### config.mk
export PLATFORM = sky130hd
export DESIGN_NAME = psw_window
export DESIGN_NICKNAME = d
export VERILOG_FILES = /design/src/logic/psw_cost.v /design/src/logic/psw_window.v
export VERILOG_INCLUDE_DIRS = /design/src /design/src/logic
export SDC_FILE = /design/constraint.sdc
export NUM_CORES = 1
export LEC_CHECK = 0
export BUFFER_PORTS_ARGS = -buffer_cell sky130_fd_sc_hd__buf_2
export CAP_MARGIN = 20
export CORE_MARGIN = 1
export CORE_UTILIZATION = 45
export DETAILED_ROUTE_END_ITERATION = 7
export PLACE_DENSITY = 0.73
export SLEW_MARGIN = 20
export SYNTH_ARGS = -nofsm -noshare
export SYNTH_HDL_FRONTEND = slang
export SYNTH_SLANG_ARGS = --single-unit
### constraint.sdc
create_clock -name clk -period 3.14 [get_ports clk]
set_clock_uncertainty 0.2 [all_clocks]
set_input_delay 0.785 -clock clk [delete_from_list [all_inputs] [get_ports clk]]
set_output_delay 0.785 -clock clk [all_outputs]
set_load 0.02 [all_outputs]
### src/logic/psw_regs.vh
// Constants for the program-space data window: register map, fields, cycle costs.
`ifndef PSW_REGS_VH
`define PSW_REGS_VH

// ==========================================================================
// Register offsets on the plain register port.
// ==========================================================================
`define PSW_OFF_PAGE       4'h0
`define PSW_OFF_CTRL       4'h2
`define PSW_OFF_STAT       4'h4

// ==========================================================================
// Field positions and reset values.
// ==========================================================================
`define PSW_CTRL_WIN_EN    2
`define PSW_PAGE_RST       8'h00
`define PSW_CTRL_RST       16'h0000
`define PSW_EA_MSB         15
`define PSW_STAT_BUSY      0
`define PSW_STAT_LASTWIN   1
`define PSW_STAT_SUSP      2
`define PSW_STAT_EXTRA_LO  4

// ==========================================================================
// Extra instruction cycles charged for a window access.
// ==========================================================================
`define PSW_EXTRA_NONE     2'h0
`define PSW_EXTRA_MOVE     2'h1
`define PSW_EXTRA_OTHER    2'h2
`define PSW_EXTRA_REP_EDGE 2'h2
`define PSW_CNT_ONE        2'h1

`endif

### src/logic/psw_cost.v
// Extra-cycle cost of one window access from instruction class and loop context.
`timescale 1ns/1ps
`default_nettype none
`include "psw_regs.vh"

module psw_cost
(
    // Instruction class and loop context.
    input  wire       is_move,
    input  wire       in_repeat,
    input  wire       rep_first,
    input  wire       rep_last,
    input  wire       rep_irq_exit,
    input  wire       rep_irq_reentry,
    // Extra cycles for this access.
    output reg  [1:0] extra
);

    // Loop edges pay the full cost; the steady middle of a loop pays none.
    always @*
    begin
        extra = `PSW_EXTRA_NONE;
        if (!in_repeat)
        begin
            // Word and double-word moves hide one of the two fetches.
            if (is_move)
                extra = `PSW_EXTRA_MOVE;
            else
                extra = `PSW_EXTRA_OTHER;
        end
        else if (rep_first || rep_last || rep_irq_exit || rep_irq_reentry)
        begin
            extra = `PSW_EXTRA_REP_EDGE;
        end
        else
        begin
            // Prefetch overlaps the repeated fetches, so no stall here.
            extra = `PSW_EXTRA_NONE;
        end
    end

endmodule // psw_cost
`default_nettype wire

### src/logic/psw_window.v
// Top of the program-space data window bridge between CPU data reads and memories.
`timescale 1ns/1ps
`default_nettype none
`include "psw_regs.vh"

module psw_window
#(
    parameter PAGE_W = 8,
    parameter OFF_W  = 15,
    parameter DATA_W = 16,
    parameter PWORD_W = 24
)
(
    // Clock and reset.
    input  wire                    clk,
    input  wire                    arst_n,
    // Register port.
    input  wire [3:0]              reg_addr,
    input  wire [15:0]             reg_wdata,
    input  wire                    reg_wr,
    input  wire                    reg_rd,
    output reg  [15:0]             reg_rdata,
    // CPU data read request.
    input  wire                    cpu_req,
    input  wire [15:0]             effective_address,
    input  wire                    is_move,
    input  wire                    in_repeat,
    input  wire                    rep_first,
    input  wire                    rep_last,
    input  wire                    rep_irq_exit,
    input  wire                    rep_irq_reentry,
    input  wire                    table_op_active,
    // CPU answer.
    output reg                     cpu_busy,
    output reg                     cpu_stall,
    output reg                     cpu_rsp_valid,
    output reg  [DATA_W-1:0]       cpu_rsp_data,
    // Program memory side, data taken at the clock edge that ends the request cycle.
    output reg                     pm_req,
    output reg  [PAGE_W+OFF_W-1:0] pm_addr,
    input  wire [PWORD_W-1:0]      pm_rdata,
    // Data memory side, data taken at the clock edge that ends the request cycle.
    output reg                     dm_req,
    output reg  [15:0]             dm_addr,
    input  wire [DATA_W-1:0]       dm_rdata
);

    // ======================================================================
    // State encoding, one-hot.
    // ======================================================================
    localparam [3:0] ST_IDLE = 4'h1;   // Ready for a request.
    localparam [3:0] ST_PM   = 4'h2;   // Program fetch in flight.
    localparam [3:0] ST_DM   = 4'h4;   // Data fetch in flight.
    localparam [3:0] ST_WAIT = 4'h8;   // Charging extra cycles.

    // ======================================================================
    // Registers and internal signals.
    // ======================================================================
    reg  [PAGE_W-1:0] page_q;          // Window page select.
    reg  [15:0]       ctrl_q;          // Core control register.
    reg  [3:0]        state_q;         // Bridge state.
    reg  [1:0]        extra_q;         // Extra cycles owed by current access.
    reg  [1:0]        cnt_q;           // Remaining extra cycles.
    reg               last_win_q;      // Last access went to program memory.
    reg               last_susp_q;     // Last window hit was suspended.
    reg  [1:0]        last_extra_q;    // Cost of the last access.
    wire [1:0]        extra_w;         // Cost from the cost unit.
    wire              win_en;          // Window enable bit.
    wire              ea_high;         // Address lies in the upper half.
    wire              win_hit;         // Access is routed to program memory.
    wire              win_susp;        // Hit suppressed by a table operation.
    wire              take;            // Request accepted this cycle.

    // Decode the enable bit and the upper half of data space.
    assign win_en   = ctrl_q[`PSW_CTRL_WIN_EN];
    assign ea_high  = effective_address[`PSW_EA_MSB];
    assign win_hit  = ea_high && win_en && !table_op_active;
    assign win_susp = ea_high && win_en && table_op_active;
    assign take     = cpu_req && (state_q == ST_IDLE);

    // Address match used by both the write and the read decoder.
    function is_off;
        input [3:0] a;
        input [3:0] off;
        begin
            is_off = (a == off);
        end
    endfunction

    // ======================================================================
    // Cost unit.
    // ======================================================================
    psw_cost u_cost
    (
        .is_move         (is_move),
        .in_repeat       (in_repeat),
        .rep_first       (rep_first),
        .rep_last        (rep_last),
        .rep_irq_exit    (rep_irq_exit),
        .rep_irq_reentry (rep_irq_reentry),
        .extra           (extra_w)
    );

    // ======================================================================
    // Register writes.
    // ======================================================================
    // Software owns page and control; the bridge never writes them itself.
    always @(posedge clk or negedge arst_n)
    begin
        if (!arst_n)
        begin
            page_q <= `PSW_PAGE_RST;
            ctrl_q <= `PSW_CTRL_RST;
        end
        else if (reg_wr)
        begin
            // All 256 pages are reachable through the full byte.
            if (is_off(reg_addr, `PSW_OFF_PAGE))
                page_q <= reg_wdata[PAGE_W-1:0];
            if (is_off(reg_addr, `PSW_OFF_CTRL))
                ctrl_q <= reg_wdata;
        end
    end

    // ======================================================================
    // Register reads, answered one cycle after the strobe.
    // ======================================================================
    // Unmapped offsets read as zero; the status word shows bridge state.
    always @(posedge clk or negedge arst_n)
    begin
        if (!arst_n)
        begin
            reg_rdata <= 16'h0000;
        end
        else if (reg_rd)
        begin
            reg_rdata <= 16'h0000;
            if (is_off(reg_addr, `PSW_OFF_PAGE))
                reg_rdata <= {{(16-PAGE_W){1'b0}}, page_q};
            else if (is_off(reg_addr, `PSW_OFF_CTRL))
                reg_rdata <= ctrl_q;
            else if (is_off(reg_addr, `PSW_OFF_STAT))
            begin
                reg_rdata[`PSW_STAT_BUSY]    <= (state_q != ST_IDLE);
                reg_rdata[`PSW_STAT_LASTWIN] <= last_win_q;
                reg_rdata[`PSW_STAT_SUSP]    <= last_susp_q;
                reg_rdata[`PSW_STAT_EXTRA_LO+1:`PSW_STAT_EXTRA_LO] <= last_extra_q;
            end
        end
    end

    // ======================================================================
    // Access state machine.
    // ======================================================================
    // Requests arriving while busy are ignored; the core must watch cpu_busy.
    always @(posedge clk or negedge arst_n)
    begin
        if (!arst_n)
        begin
            state_q       <= ST_IDLE;
            extra_q       <= `PSW_EXTRA_NONE;
            cnt_q         <= `PSW_EXTRA_NONE;
            cpu_busy      <= 1'b0;
            cpu_stall     <= 1'b0;
            cpu_rsp_valid <= 1'b0;
            cpu_rsp_data  <= {DATA_W{1'b0}};
            pm_req        <= 1'b0;
            pm_addr       <= {(PAGE_W+OFF_W){1'b0}};
            dm_req        <= 1'b0;
            dm_addr       <= 16'h0000;
            last_win_q    <= 1'b0;
            last_susp_q   <= 1'b0;
            last_extra_q  <= `PSW_EXTRA_NONE;
        end
        else
        begin
            // Strobes are one cycle long by default.
            pm_req        <= 1'b0;
            dm_req        <= 1'b0;
            cpu_rsp_valid <= 1'b0;
            case (state_q)
                ST_IDLE:
                begin
                    if (take && win_hit)
                    begin
                        // Page forms the top bits, EA low bits pass through.
                        pm_addr  <= {page_q, effective_address[OFF_W-1:0]};
                        pm_req   <= 1'b1;
                        extra_q  <= extra_w;
                        cpu_busy <= 1'b1;
                        last_win_q   <= 1'b1;
                        last_susp_q  <= 1'b0;
                        last_extra_q <= extra_w;
                        state_q  <= ST_PM;
                    end
                    else if (take)
                    begin
                        // Lower half, window off, or suspended: plain data read.
                        dm_addr  <= effective_address;
                        dm_req   <= 1'b1;
                        cpu_busy <= 1'b1;
                        last_win_q   <= 1'b0;
                        last_susp_q  <= win_susp;
                        last_extra_q <= `PSW_EXTRA_NONE;
                        state_q  <= ST_DM;
                    end
                end
                ST_PM:
                begin
                    // Upper byte of the program word is dropped here.
                    cpu_rsp_data <= pm_rdata[DATA_W-1:0];
                    if (extra_q == `PSW_EXTRA_NONE)
                    begin
                        cpu_rsp_valid <= 1'b1;
                        cpu_busy      <= 1'b0;
                        state_q       <= ST_IDLE;
                    end
                    else
                    begin
                        cpu_stall <= 1'b1;
                        cnt_q     <= extra_q;
                        state_q   <= ST_WAIT;
                    end
                end
                ST_DM:
                begin
                    // Ordinary data memory answers with no added cycles.
                    cpu_rsp_data  <= dm_rdata;
                    cpu_rsp_valid <= 1'b1;
                    cpu_busy      <= 1'b0;
                    state_q       <= ST_IDLE;
                end
                ST_WAIT:
                begin
                    // Stall stands for exactly the charged count of cycles.
                    if (cnt_q == `PSW_CNT_ONE)
                    begin
                        cpu_stall     <= 1'b0;
                        cpu_rsp_valid <= 1'b1;
                        cpu_busy      <= 1'b0;
                        state_q       <= ST_IDLE;
                    end
                    else
                    begin
                        cnt_q <= cnt_q - `PSW_CNT_ONE;
                    end
                end
                default:
                begin
                    // Recover from an illegal code without a reset.
                    cpu_stall <= 1'b0;
                    cpu_busy  <= 1'b0;
                    state_q   <= ST_IDLE;
                end
            endcase
        end
    end

endmodule // psw_window
`default_nettype wire
== Word-level counts from Yosys, hierarchy flattened ==
Cells that the tools add are included.

* Bitwise gates (word level): 2
* Equal/unequal tests: 13
* Mux-type cells: 40
* Reductions and logical operators: 24
* Add/sub/neg operators: 1

{| class="wikitable"
|+ Operators by type and width
! operator !! count
|-
| $pmux 16 s2 || 1
|-
| $mux 2 || 9
|-
| $mux 1 || 17
|-
| $mux 16 || 1
|-
| $mux 4 || 4
|-
| $pmux 4 s3 || 1
|-
| $reduce_and 3->1 || 4
|-
| $mux 10 || 1
|-
| $reduce_and 2->1 || 5
|-
| $pmux 1 s3 || 3
|-
| $eq 4x2->1 const B || 2
|-
| $eq 4x3->1 const B || 2
|-
| $ne 2x2->1 const B || 4
|-
| $mux 3 || 2
|-
| $reduce_bool 2->1 || 3
|-
| $logic_and 1x1->1 || 5
|-
| $eq 4x1->1 const B || 1
|-
| $eq 4x4->1 const B || 1
|-
| $logic_not 4->1 || 1
|-
| $ne 4x1->1 const B || 1
|-
| $pmux 2 s2 || 1
|-
| $logic_or 1x1->1 || 3
|-
| $ne 3x2->1 const B || 1
|-
| $eq 2x1->1 const B || 1
|-
| 5 further kinds || 6
|}

* Flip-flop bits (word level): 112
* Input port bits: 88
* Logic and storage cells: 97
* Output and inout bits: 76

== Depth between registers and ports, before layout ==
* Word-level depth: 6
* Depth in mapped cells: 6
* Mapped depth without buffers: 5

== Cells and area by module ==
From an unflattened synthesis, not the netlist that was laid out.

* Cells, all modules: 366
* Area, all modules: 4655.7 µm²

{| class="wikitable"
|+ By module, submodules not included
! module !! seq. area each (µm²) !! cells each !! area each (µm²) !! instances
|-
| psw_window || 2803.9 || 363 || 4631.9 || 1
|-
| psw_cost || 0.0 || 3 || 23.8 || 1
|}

== Worst setup path after synthesis ==
OpenSTA, ideal clock, no wires.

* Path type: input port to flip-flop
* Start: in reg_addr[2]
* End: reg ctrl_q[0]
* Arrival: 1916 ps
* Setup slack: 899 ps
* Data required time: 2815 ps
* Stages on the path: 5
* Setup time: 125 ps
* Buffers on the path: 2
* Path through: clkbuf_1 > nor2_1 > nand3_1 > buf_2 > mux2_2

* Cells in the longest elaborated chain, start to end: 2

{| class="wikitable"
|+ Ends and longest elaborated chain
! what !! RTL line !! RTL
|-
| from (decl) || psw_window.v:18 || <nowiki>input wire [3:0] reg_addr,</nowiki>
|-
| $eq 4x2->1 || psw_window.v:86 || <nowiki>is_off = (a == off);</nowiki>
|-
| $reduce_and 2->1 (no line) || n/a ||
|-
| to (signal assigned) || psw_window.v:113 || <nowiki>ctrl_q <= `PSW_CTRL_RST;</nowiki>
|-
| to (signal assigned) || psw_window.v:121 || <nowiki>ctrl_q <= reg_wdata;</nowiki>
|-
| to (decl) || psw_window.v:60 || <nowiki>reg [15:0] ctrl_q;</nowiki>
|}

Every way passes these cells.
A chain may end at the register's enable or synchronous reset.

== Worst setup path in the final report ==
* Start: reg state_q[2]
* End: reg cpu_busy

* Cells in the longest elaborated chain, start to end: 5
* Elaborated cells between the ends (all ways): 11
* Classes of those cells: eq/ne (6); mux (2); reduce/logical (3)

{| class="wikitable"
|+ Ends and longest elaborated chain
! what !! RTL line !! RTL
|-
| from (decl) || psw_window.v:61 || <nowiki>reg [3:0] state_q;</nowiki>
|-
| from (signal assigned) || psw_window.v:160 || <nowiki>state_q <= ST_IDLE;</nowiki>
|-
| from (signal assigned) || psw_window.v:194 || <nowiki>state_q <= ST_PM;</nowiki>
|-
| from (signal assigned) || psw_window.v:205 || <nowiki>state_q <= ST_DM;</nowiki>
|-
| $eq 4x1->1 || psw_window.v:79, psw_window.v:181 ||
|-
| $logic_and 1x1->1 || psw_window.v:79 || <nowiki>assign take = cpu_req && (state_q == ST_IDLE);</nowiki>
|-
| $logic_and 1x1->1 || psw_window.v:184 || <nowiki>if (take && win_hit)</nowiki>
|-
| $ne 3x2->1 (no line) or $mux 1 (tied branches) || n/a ||
|-
| $reduce_and 3->1 (no line) or $pmux 1 s3 (tied branches) || n/a ||
|-
| to (signal assigned) || psw_window.v:190 || <nowiki>cpu_busy <= 1'b1;</nowiki>
|-
| to (signal assigned) || psw_window.v:201 || <nowiki>cpu_busy <= 1'b1;</nowiki>
|-
| to (signal assigned) || psw_window.v:215 || <nowiki>cpu_busy <= 1'b0;</nowiki>
|-
| to (decl) || psw_window.v:34 || <nowiki>output reg cpu_busy,</nowiki>
|}

Several ways; a longest one is shown, not always the timed one.

==> impl_metrics.toml <==
[detailed_routing]
dr.first_iter.drc_count = 195
post_drt_wl_per_cell_um = 15.22
drt_wl_total_um = 10090
drc_errors = 0
via_count = 3355
firstDrtPassIters = 7
ant_nets = 0
vias_per_cell = 5.060

[global_routing]
gr-max-usage-layer = "met2"
antenna_found_initial = 0
overflow = 0
first_global_vias = 3421
grt_pass1_wl_um = 16490
gr-usage-met2_pct = 31.98
grt_max_degree = 53
grt_util_all_layers_pct = 19.13
use_met3_pct = 3.119
met1_usage_pct = 23.88

[yosys]
yosysTopAreaCellShare_pct = 58.24
avgSynthCellArea_um2 = 13.07
muxShareOfSynthArea_pct = 20.59
synth.distinct_cells = 40
synth_top_area_cell = "dfrtp_1"
synth_xor_area_share_pct = 0
yosysMostFrequentCell = "dfrtp_1"
syn_area_um2 = 4770
synth_edf_count = 0
ys_ff_latch = 112
synthFlopType = "dfrtp_1"
ys.warnings.count = 0
postSynthCellCount = 365
synthAdderAreaFrac_pct = 0.2623
yosysSeqAreaShare_pct = 58.79
ys_top_cells_by_area = "dfrtp_1 (58%), mux2_4 (9.4%), mux2_2 (7.8%), mux2i_1 (3.4%), o21ai_0 (3.4%)"
yosys.area_share.simple_pct = 9.234
synth_common_cells = "dfrtp_1 (111), mux2_2 (33), o21ai_0 (32)"
syn_nets = 454
synth_compound_area_share_pct = 7.371
ys_async_sr_fraction_pct = 100.0
synth_top_family_by_area = "multiplexers"

[clock_tree]
cts_sinks = 112
ctsHoldBuffers = 0
postCtsSetupBuffers = 0
clk_path_buf_depth = 2
cts_root_buf = "clkbuf_8"
cts_tree = "built"
cts_resized = 0
clk_pin_slew_ps = 100
htreeDepth = 3
numCtsBuffers = 9
clock_latency_ps = 360

[die]
core_um2 = 10280
dieArea_um2 = 11010
die_h_um = 105.0
die_x_um = 105.0
start_util_pct = 46.41
ios = 164
num_rows = 37

[worst_setup_path]
cp_common_cell = "a31oi_1"
criticalPathCategory = "flop to flop"
end_kind = "flop"
crit_start = "state_q[2]"
path_cells = "nor4b_1 > nand2b_1 > a31oi_1 > a31oi_1"
crit_arrival_ps = 2130
critPathSlowestCell = "nor4b_1"
slowest_delay_ps = 640
cp_data_required_time_ps = 3180
crit_path_max_fanout = 9
r2r_start = "state_q[2]"
r2r_slack_ps = 1050
start_kind = "flop"

[timing]
drv_slew = 0
setup_tns_ps = 0
tightest_slew_ps = 726.1
fmax_mhz = 478.3
worst_slack_ps = 1049
period_share_pct = 66.58
period_needed_ps = 2091
max-slew-margin-rel_pct = 51.19
hold_viol_final = 0
finalSetupViolCount = 0
grt_setup_unrepaired = "no"

[final_layout]
area_growth_pct = 23.11
regArea_um2 = 2804
drive_gt1_share_pct = 46.68
final_nets = 611
multiInputGateArea_um2 = 1797
diodes = 0
fillCellCount = 899

[outcome]
outcome = "completed"

[place]
hpwl_um = 7428
routabilityCongestion = 0.7914
io_buffers = 155
preCtsSetupSlack_ps = 825.5

[power_and_ir_drop]
leakage_nw = 3.027
p_per_area_nw_per_um2 = 823.1
power_mw = 4.833
ir_drop_v = 0.0004503

[worst_hold_path]
hold_path_class = "primary input to asynchronous set/reset pin"

[flow_run]
cap_violations = 0
==> per-stage QoR <==
stage                     util (%)  std cells  cell area, um^2  hold slack [ps]
after floorplan                  -        365             4770            246.5
after detailed placement     55.27        647             5680            269.3
after CTS                    57.13        663             5872            238.4
after global routing         57.13        663             5872            270.4
after global placement       55.27        647             5680            260.4
final                        57.13        663             5872            231.5
==> path summary, 6_finish.rpt <==
kind | to | depth (start not counted)
setup / recovery | cpu_busy | 4
min in group clk | cpu_rsp_data[14] | 2
hold reg to reg | cpu_rsp_data[14] | 2
hold / removal | cpu_rsp_data[11] | 1
setup reg to reg | cpu_busy | 4
max in group asynchronous | ctrl_q[9] | 2
==> where the power goes <==
part | leakage, nW | switching, mW | internal, mW
logic | 1.51 | 0.988 | 0.807
clock network | 0.0949 | 0.444 | 0.395
registers | 1.42 | 0.275 | 1.92
==> flip-flops by register name, summed over array words and instances, names as in the netlist, 4 cells and up <==
| name | flops |
|---|---|
| dm_addr | 16 |
| ctrl_q | 16 |
| state_q | 4 |
| cpu_rsp_data | 16 |
| reg_rdata | 16 |
| page_q | 8 |
| pm_addr | 23 |
==> cell type report <==
| cell class | instances | share of cell area (%) |
|---|---|---|
| clock buffers | 14 | 2.600 |
| well taps | 136 | 2.898 |
| clock inverters | 2 | 0.6606 |
| repair buffers | 163 | 14.28 |
| flip-flops and latches | 112 | 47.75 |
| multi-input cells | 217 | 30.60 |
| inverters | 19 | 1.215 |
==> routing by layer <==
layer	up-vias	part of all wire (%)	routed length, um
li1	1594	-	-
met1	1633	42	4197
met2	106	51	5193
met3	22	4.2	425
met4	0	2.7	276
met5	-	0	0
==> cell usage in the layout, fill, tap and decap left out, types with 5 or more instances in the layout <==
cell and n:
inv_1 19, mux2_2 33, dfrtp_1 111, nor2_1 7, mux2i_1 16, mux2_4 30
a21oi_1 6, nand2_1 27, buf_4 9, nand2b_1 6, nand3_1 12, o21ai_0 32
buf_2 154, a31oi_1 5, clkbuf_8 10, nor2b_1 7
==> cells by family (layout without fill, tap and decap cells) <==
family | count (synthesis) | in the layout
buffers and inverters | 36 | 198
adders and majority gates | 1 | 1
and+or+nand+nor | 77 | 77
AOI/OAI and AO/OA | 60 | 60
DFF | 112 | 112
muxes | 79 | 79
==> worst max-delay path: cells and delay by family (launching register included) <==
family,cells,cell delay [ps]
flip-flops,1,480
AND/OR/NAND/NOR,2,980
AO/OA/AOI/OAI,2,300
No activity file was read; power rests on OpenSTA's default activity.
